<file path="config.mk">
export PLATFORM = sky130hd
export DESIGN_NAME = jrtl_transport
export DESIGN_NICKNAME = d
export VERILOG_FILES = /design/src/rtl/jrtl_pkg.sv /design/src/rtl/jrtl_mode_check.sv /design/src/rtl/jrtl_transport.sv
export SDC_FILE = /design/constraint.sdc
export NUM_CORES = 2
export LEC_CHECK = 0
export BUFFER_PORTS_ARGS = -buffer_cell sky130_fd_sc_hd__buf_4
export CAP_MARGIN = 20
export CORE_MARGIN = 2
export CORE_UTILIZATION = 60
export DETAILED_ROUTE_END_ITERATION = 12
export GPL_ROUTABILITY_DRIVEN = 0
export PLACE_DENSITY = 0.79
export SYNTH_ARGS = -nofsm -noshare
export SYNTH_HDL_FRONTEND = slang
export SYNTH_SLANG_ARGS = --single-unit
</file>
<file path="constraint.sdc">
create_clock -name clock -period 5.1 [get_ports clock]
set_input_delay 0.765 -clock clock [delete_from_list [all_inputs] [get_ports clock]]
set_output_delay 0.765 -clock clock [all_outputs]
set_load 0.01 [all_outputs]
</file>
<file path="src/rtl/jrtl_pkg.sv">
// Notes on behaviour
// - Frames per processing cycle equal four over F.
// - Processing clock is a quarter of byte rate.
// - Per-link measured latency readable in processing cycles.
// - Frame octets mapped to samples by link parameters; the code maps octet pairs high byte first, the same in every mode.
// - F limited to one, two or four.
// - K is 32 when F is one.
// - Lane count limited per single or dual link.
// - Converter and sample counts limited per link mode.
// - Control words and control bits must be zero.
// - High density exactly when F equals one.
// - Resolution and bits per sample fixed at sixteen.
// - Single-link modes zero to ten except eight.
// - Dual-link supports modes four to ten except eight.
// - Local multiframe clock delayed per link by offset.
// - Variation acts as receive buffer delay; the code uses only the link A variation, for both links.
// - Buffer delay accepts zero to ten cycles.
package jrtl_pkg;
    localparam logic [11:0] JRTL_OFS_LAT0   = 12'h302;
    localparam logic [11:0] JRTL_OFS_LAT1   = 12'h303;
    localparam logic [11:0] JRTL_OFS_MFO_A  = 12'h304;
    localparam logic [11:0] JRTL_OFS_MFO_B  = 12'h305;
    localparam logic [11:0] JRTL_OFS_VAR_A  = 12'h306;
    localparam logic [11:0] JRTL_OFS_VAR_B  = 12'h307;
    localparam logic [7:0]  JRTL_RST_REG    = 8'h00;
    localparam logic [3:0]  JRTL_MAX_VAR    = 4'hA;
    localparam logic [5:0]  JRTL_K_SMALL    = 6'h10;
    localparam logic [5:0]  JRTL_K_LARGE    = 6'h20;
    localparam logic [4:0]  JRTL_NBITS      = 5'h10;
    localparam int          JRTL_OCTETS     = 4;
    localparam int          JRTL_BUF_DEPTH  = 11;
    localparam real         JRTL_CLK_NS     = 50.0;
    typedef enum logic [1:0] {JRTL_ILAS, JRTL_DATA} jrtl_phase_type;
endpackage

</file>
<file path="src/rtl/jrtl_mode_check.sv">
`timescale 1ns/1ps
// Decodes the link parameters and flags unsupported combinations.
module jrtl_mode_check
    import jrtl_pkg::*;
(
    input  wire logic       dual_link,
    input  wire logic [3:0] lanes,
    input  wire logic [2:0] converters,
    input  wire logic [1:0] samples,
    input  wire logic [2:0] octets,
    input  wire logic [5:0] frames_per_mf,
    input  wire logic       high_density,
    input  wire logic [4:0] ctrl_words,
    input  wire logic [1:0] ctrl_bits,
    input  wire logic [4:0] resolution,
    input  wire logic [4:0] sample_bits,
    output logic            mode_ok,
    output logic [2:0]      frames_per_proc_cycle
);
    logic combo_ok;
    logic k_ok;

    // Mode table lookup on M/L/S/F.
    always_comb begin
        combo_ok = 1'b0;
        case ({converters, lanes, samples, octets})
            {3'd4,4'd8,2'd1,3'd1}, {3'd4,4'd8,2'd2,3'd2},
            {3'd4,4'd4,2'd1,3'd2}, {3'd4,4'd2,2'd1,3'd4}: begin
                combo_ok = !dual_link;
            end
            {3'd2,4'd4,2'd1,3'd1}, {3'd2,4'd4,2'd2,3'd2},
            {3'd2,4'd2,2'd1,3'd2}, {3'd2,4'd1,2'd1,3'd4},
            {3'd1,4'd2,2'd1,3'd1}, {3'd1,4'd1,2'd1,3'd2}: begin
                combo_ok = 1'b1;
            end
            default: begin
                combo_ok = 1'b0;
            end
        endcase
    end

    // K is fixed at 32 for single-octet frames.
    assign k_ok = (octets == 3'd1) ? (frames_per_mf == JRTL_K_LARGE)
                : (frames_per_mf == JRTL_K_LARGE ||
                   frames_per_mf == JRTL_K_SMALL);

    assign mode_ok = combo_ok && k_ok
                   && (high_density == (octets == 3'd1))
                   && (ctrl_words == 5'h00) && (ctrl_bits == 2'h0)
                   && (resolution == JRTL_NBITS)
                   && (sample_bits == JRTL_NBITS);

    // Frame clocks per processing cycle.
    assign frames_per_proc_cycle = (octets == 3'd1) ? 3'd4
                                 : (octets == 3'd2) ? 3'd2 : 3'd1;
endmodule // jrtl_mode_check

</file>
<file path="src/rtl/jrtl_transport.sv">
`timescale 1ns/1ps
// Receive transport layer: one link of lane octets in, 16-bit samples out.
// Each processing cycle carries four octets per lane (quarter byte rate).
module jrtl_transport
    import jrtl_pkg::*;
#(
    parameter int LANES = 8
)(
    input  wire logic                 clock,
    input  wire logic                 nrst,
    input  wire logic                 reg_wr,
    input  wire logic                 reg_rd,
    input  wire logic [11:0]          reg_addr,
    input  wire logic [7:0]           reg_wdata,
    output logic [7:0]                reg_rdata,
    input  wire logic                 dual_link,
    input  wire logic [3:0]           lanes,
    input  wire logic [2:0]           converters,
    input  wire logic [1:0]           samples,
    input  wire logic [2:0]           octets,
    input  wire logic [5:0]           frames_per_mf,
    input  wire logic                 high_density,
    input  wire logic [4:0]           ctrl_words,
    input  wire logic [1:0]           ctrl_bits,
    input  wire logic [4:0]           resolution,
    input  wire logic [4:0]           sample_bits,
    input  wire logic [1:0]           sysref_mf_start,
    input  wire logic [1:0]           ilas_end,
    input  wire logic                 in_valid,
    input  wire logic [LANES*32-1:0]  in_octets,
    output logic                      mode_ok,
    output logic                      out_valid,
    output logic [LANES*32-1:0]       out_samples
);
    logic [7:0] lat0_q, lat0_d, lat1_q, lat1_d;
    logic [7:0] mfo_a_q, mfo_a_d, mfo_b_q, mfo_b_d;
    logic [7:0] var_a_q, var_a_d, var_b_q, var_b_d;
    logic [2:0] fppc;
    logic [3:0] var_eff;
    logic [5:0] ppmf;
    logic [5:0] mf_cnt_q [2];
    logic [5:0] mf_cnt_d [2];
    logic [5:0] dly_cnt_q [2];
    logic [5:0] dly_cnt_d [2];
    logic [1:0] dly_run_q, dly_run_d;
    logic [1:0] lmfc;
    logic [7:0] rel_cnt_q, rel_cnt_d;
    logic       rel_pend_q, rel_pend_d;
    logic       release_q, release_d;
    logic [LANES*32-1:0] buf_q [JRTL_BUF_DEPTH];
    logic [JRTL_BUF_DEPTH-1:0] bval_q;
    logic [LANES*32-1:0] mapped;
    logic [LANES*32-1:0] out_q, out_d;
    logic       outv_q, outv_d;

    jrtl_mode_check u_check (
        .dual_link             (dual_link),
        .lanes                 (lanes),
        .converters            (converters),
        .samples               (samples),
        .octets                (octets),
        .frames_per_mf         (frames_per_mf),
        .high_density          (high_density),
        .ctrl_words            (ctrl_words),
        .ctrl_bits             (ctrl_bits),
        .resolution            (resolution),
        .sample_bits           (sample_bits),
        .mode_ok               (mode_ok),
        .frames_per_proc_cycle (fppc)
    );

    // Processing cycles per multiframe is K divided by the frame ratio.
    assign ppmf = (fppc == 3'd4) ? (frames_per_mf >> 2)
                : (fppc == 3'd2) ? (frames_per_mf >> 1) : frames_per_mf;

    // Buffer delay clipped to its legal range.
    assign var_eff = (var_a_q > {4'h0, JRTL_MAX_VAR}) ? JRTL_MAX_VAR
                   : var_a_q[3:0];

    // Register writes and the two per-link latency captures.
    always_comb begin
        mfo_a_d = mfo_a_q;
        mfo_b_d = mfo_b_q;
        var_a_d = var_a_q;
        var_b_d = var_b_q;
        lat0_d  = lat0_q;
        lat1_d  = lat1_q;
        if (reg_wr) begin
            case (reg_addr)
                JRTL_OFS_MFO_A: mfo_a_d = reg_wdata;
                JRTL_OFS_MFO_B: mfo_b_d = reg_wdata;
                JRTL_OFS_VAR_A: var_a_d = reg_wdata;
                JRTL_OFS_VAR_B: var_b_d = reg_wdata;
                default: begin
                end
            endcase
        end
        // Latency from local multiframe start to first data sample.
        if (ilas_end[0]) begin
            lat0_d = {2'b00, mf_cnt_q[0]};
        end
        if (ilas_end[1]) begin
            lat1_d = {2'b00, mf_cnt_q[1]};
        end
    end

    // Read mux; unmapped addresses read zero.
    always_comb begin
        reg_rdata = 8'h00;
        if (reg_rd) begin
            case (reg_addr)
                JRTL_OFS_LAT0:  reg_rdata = lat0_q;
                JRTL_OFS_LAT1:  reg_rdata = lat1_q;
                JRTL_OFS_MFO_A: reg_rdata = mfo_a_q;
                JRTL_OFS_MFO_B: reg_rdata = mfo_b_q;
                JRTL_OFS_VAR_A: reg_rdata = var_a_q;
                JRTL_OFS_VAR_B: reg_rdata = var_b_q;
                default:        reg_rdata = 8'h00;
            endcase
        end
    end

    // Per-link local multiframe clock: the aligned boundary starts a delay
    // count of offset/ratio cycles, after which the local boundary fires.
    for (genvar l = 0; l < 2; l++) begin : g_link
        logic [7:0] dly_target;
        assign dly_target = (l == 0 ? mfo_a_q : mfo_b_q) >> (fppc >> 1);
        assign lmfc[l] = dly_run_q[l] &&
                         ({2'b00, dly_cnt_q[l]} == dly_target);
        always_comb begin
            dly_run_d[l] = dly_run_q[l];
            dly_cnt_d[l] = dly_cnt_q[l];
            mf_cnt_d[l]  = mf_cnt_q[l] + 6'd1;
            if (mf_cnt_d[l] >= ppmf) begin
                mf_cnt_d[l] = 6'd0;
            end
            if (sysref_mf_start[l]) begin
                dly_run_d[l] = 1'b1;
                dly_cnt_d[l] = 6'd0;
            end else if (lmfc[l]) begin
                dly_run_d[l] = 1'b0;
            end else if (dly_run_q[l]) begin
                dly_cnt_d[l] = dly_cnt_q[l] + 6'd1;
            end
            if (lmfc[l]) begin
                mf_cnt_d[l] = 6'd0;
            end
        end
        always_ff @(posedge clock or negedge nrst) begin
            if (!nrst) begin
                mf_cnt_q[l]  <= 6'd0;
                dly_cnt_q[l] <= 6'd0;
                dly_run_q[l] <= 1'b0;
            end else begin
                mf_cnt_q[l]  <= mf_cnt_d[l];
                dly_cnt_q[l] <= dly_cnt_d[l];
                dly_run_q[l] <= dly_run_d[l];
            end
        end
    end

    // Release at link 0 boundary plus buffer delay, shared by both links.
    always_comb begin
        rel_cnt_d  = rel_cnt_q;
        rel_pend_d = rel_pend_q;
        release_d  = release_q;
        if (lmfc[0] && !release_q) begin
            rel_pend_d = 1'b1;
            rel_cnt_d  = 8'h00;
        end else if (rel_pend_q) begin
            if (rel_cnt_q[3:0] == var_eff) begin
                rel_pend_d = 1'b0;
                release_d  = 1'b1;
            end else begin
                rel_cnt_d = rel_cnt_q + 8'h01;
            end
        end
        if (!mode_ok) begin
            release_d = 1'b0;
        end
    end

    // Octet to sample mapping: high byte first, pairs of octets per sample.
    for (genvar s = 0; s < LANES*2; s++) begin : g_map
        assign mapped[s*16 +: 16] = {in_octets[s*16 +: 8],
                                     in_octets[s*16+8 +: 8]};
    end

    // Receive buffer: a shift line whose tap is the buffer delay.
    always_ff @(posedge clock or negedge nrst) begin
        if (!nrst) begin
            bval_q <= '0;
            for (int i = 0; i < JRTL_BUF_DEPTH; i++) begin
                buf_q[i] <= '0;
            end
        end else begin
            bval_q <= {bval_q[JRTL_BUF_DEPTH-2:0], in_valid};
            buf_q[0] <= mapped;
            for (int i = 1; i < JRTL_BUF_DEPTH; i++) begin
                buf_q[i] <= buf_q[i-1];
            end
        end
    end

    // Output stage holds data only once the release has fired.
    always_comb begin
        out_d  = out_q;
        outv_d = 1'b0;
        if (release_q && bval_q[var_eff]) begin
            out_d  = buf_q[var_eff];
            outv_d = 1'b1;
        end
    end

    // Register state update.
    always_ff @(posedge clock or negedge nrst) begin
        if (!nrst) begin
            mfo_a_q    <= JRTL_RST_REG;
            mfo_b_q    <= JRTL_RST_REG;
            var_a_q    <= JRTL_RST_REG;
            var_b_q    <= JRTL_RST_REG;
            lat0_q     <= JRTL_RST_REG;
            lat1_q     <= JRTL_RST_REG;
            rel_cnt_q  <= 8'h00;
            rel_pend_q <= 1'b0;
            release_q  <= 1'b0;
            out_q      <= '0;
            outv_q     <= 1'b0;
        end else begin
            mfo_a_q    <= mfo_a_d;
            mfo_b_q    <= mfo_b_d;
            var_a_q    <= var_a_d;
            var_b_q    <= var_b_d;
            lat0_q     <= lat0_d;
            lat1_q     <= lat1_d;
            rel_cnt_q  <= rel_cnt_d;
            rel_pend_q <= rel_pend_d;
            release_q  <= release_d;
            out_q      <= out_d;
            outv_q     <= outv_d;
        end
    end

    assign out_valid   = outv_q;
    assign out_samples = out_q;
endmodule // jrtl_transport

</file>
==> qor.yml <==
outcome:
  status: "finished, violations left"
  violations: "slew limit"
synth:
  synthFlopType: "dfrtp_1"
  seq_area_frac_synth_pct: 71.8
  synth.distinct_cells: 73
  synth_seq_cells: 3160
  mappedNetlistArea_um2: 110000
  postSynthAreaPerCell_um2: 13.3
  synthArstFlopShare_pct: 100
  yosys_warnings: 0
  syn-num-nets: 8620
  synth-edff-count: 0
  syn_inst: 8281
floorplanning:
  start_util_pct: 60.3
  die_area_um2: 187000
  io_pins: 588
  fp.dieH_um: 432
  rows: 157
  coreArea_um2: 183000
  fp.dieW_um: 432
setup_path:
  crit_path_frequent_cell: "buf_4"
  cp.arrival_ns: 3.40
  path_cells: "buf_4, buf_4, a22oi_1, a21boi_0, buf_4"
  max_stage_delay_ns: 0.63
  crit_path_end: "reg_rdata[3]"
  r2r.worst_path.cells: 8
  rr_endpoint: "out_samples[101]"
  crit_buf_inv: 3
  cp_top_family: "buffers and inverters"
  reg2reg_slack_ns: 1.00
  cp_max_fo: 47
  startpoint: "var_a_q[3]"
  crit_path_end_kind: "output port"
  worst-path-stages: 5
  path_class: "register to output port"
  r2r-start: "var_a_q[0]"
  slowest_stage: "dfrtp_4"
  required_ns: 4.34
  cp-start-kind: "register"
clock_network:
  htreeDepth: 5
  root_buffer: "clkbuf_16"
  cts_resized: 0
  cts_buffers: 317
  cts_tree: "yes"
  clk_pin_slew_ns: 0.06
  clk_latency_ns: 0.94
  post-cts-setup-buffer-count: 0
  clockBufferDepth: 4
  hold_buffers: 257
  clock_sinks: 3160
hold_path:
  min_path_cells: 1
  hp-class: "primary input to register"
  min_from: "in_valid"
grt:
  antenna_found_initial: 17
  grt_pass1_wl_mm: 508
  grt-ovfl-total: 0
  grt_pass1_vias: 84500
  grt_usage_pct: 35.5
  grt_max_degree: 196
power:
  seqPwrFrac_pct: 51.4
  p_leak_nw: 57.1
  power_mw: 52.7
  ir_drop_mv: 0.382
  powerDensity_nw_per_um2: 407
  comb_power_share_pct: 4.5
  intPower_mw: 40.8
  switching_share_pct: 22.6
  pwr-share-clk_pct: 44.2
  p_sw_mw: 11.9
cells_and_area:
  drive_gt1_share_pct: 14.3
  postLayoutCellArea_um2: 129000
  final_core_util_pct: 70.8
  mostFrequentLayoutCell: "dfrtp_1"
  mostFrequentLayoutCells: "3156 x dfrtp_1, 767 x a21oi_1, 682 x buf_4"
  area_growth_pct: 17.5
  nets: 9198
  fill_cells: 11400
route:
  vias: 79100
  drt-initial-drc-count: 9141
  drc_errors: 0
  wl_mm: 328
  post_drt_wl_per_cell_um: 28.6
  via_per_inst: 6.89
  firstDrtPassIters: 8
  postRouteAntennaNets: 0
sta:
  relSlewSlack_pct: -11.6
  timing.fmax_mhz: 240
  finalSetupTns_ns: 0
  worstMarginPinSlew_ns: 1.67
  finalHoldViolCount: 0
  slew_violations: 68
  min_period_over_period_pct: 81.7
  fin_hold_ws_ns: 0.0468
  period_minus_slack_ns: 4.17
  finalClockSkew_ns: 0.0465
  rsz0062_at_grt: "no"
  setup_viol: 0
run:
  drv_cap: 0
placed_design:
  post_dp_cell_area_um2: 116000
  dp_hpwl_mm: 171
  portBuffers: 587
[sequential cells by signal (all words and copies together), names as in the netlist]
| name | cells |
|---|---|
| out_valid | 1 |
| var_a_q | 8 |
| mfo_a_q | 8 |
| buf_q | 2816 |
| bval_q | 11 |
| rel_pend_q | 1 |
| var_b_q | 8 |
| rel_cnt_q | 4 |
| out_samples | 256 |
| release_q | 1 |
| lat1_q | 6 |
| dly_run_q | 2 |
| dly_cnt_q | 12 |
| mf_cnt_q | 12 |
| lat0_q | 6 |
| mfo_b_q | 8 |
[worst min path at each step]
stage,to,slack (ns)
after CTS,bval_q[0],0.002
final,bval_q[0],0.05
after global routing,bval_q[0],0.002
after detailed placement,buf_q[1728],0.35
after global placement,buf_q[1586],0.35
after floorplan,buf_q[106],0.35
[metal layers]
metal	routed length, µm	share of wire [%]	up-vias	track usage (%)
li1	-	-	32200	-
met1	119000	36	41100	45.0
met2	157000	48	4605	55.9
met3	28600	8.7	1228	7.19
met4	23700	7.2	8	23.8
met5	50	0.015	-	0
[area by class of cell]
| cell class | count | area, µm² | area share [%] |
|---|---|---|---|
| Antenna cell | 14 | 35.0 | 0.0271 |
| Clock buffer | 472 | 9360 | 7.23 |
| Clock inverter | 82 | 927 | 0.716 |
| Inverter | 23 | 114 | 0.0880 |
| Multi-Input combinational cell | 4358 | 28000 | 21.6 |
| Sequential cell | 3160 | 79100 | 61.1 |
| Tap cell | 2385 | 2980 | 2.31 |
| Timing Repair Buffer | 999 | 8920 | 6.89 |
[through the flow]
step | setup slack [ns] | instances
4_1_cts | 0.952 | 11500
3_5_place_dp | 1.02 | 10700
2_1_floorplan | 1.32 | 8281
6_report | 0.932 | 11500
3_3_place_gp | 0.977 | 10700
5_1_grt | 0.777 | 11500
[cell usage after synthesis (13+ instances only)]
cell       number  area (µm²)
nand2_1       232         871
nand3_1        13        65.1
buf_6          25         282
clkbuf_1      609        2290
dfrtp_1      3160       79100
buf_2          62         310
ha_1           17         213
mux2_2         53         597
a21o_1         17         128
a22o_1        225        1970
o311ai_0      149        1310
or3_1         182        1140
nand3b_1       79         593
nor2_1        510        1910
o221ai_1      517        4530
o21ai_0       453        2270
a211oi_1       34         255
buf_1          43         161
nor2b_1        24         150
o31ai_1        27         203
o211ai_1      153        1150
o22ai_1       367        2300
a2bb2oi_1     249        2180
nand2b_1       26         163
a21oi_1       767        3840
inv_1          21        78.8
nor3_1         40         200
a221oi_1       77         674
[power by group through the flow]
stage	sequential, mW	clock (mW)	combinational [mW]
floorplan	27.2	0	1.04
global placement	27.4	0	2.04
detailed placement	27.5	0	2.14
CTS	27.0	23.3	2.34
global route	27.2	24.5	2.62
finish	27.1	23.3	2.35
[kinds of logic after synthesis]
logic type,Yosys count,synth area share [%]
AO/OA/AOI/OAI,3101,19.4
XOR/XNOR,16,0.127
multiplexers,61,0.615
adder cells (fa/ha/maj),17,0.193
flip-flops,3160,71.8
buffers and inverters,763,2.84
AND/OR/NAND/NOR,1163,5.04
No activity file was read; power rests on OpenSTA's default activity.
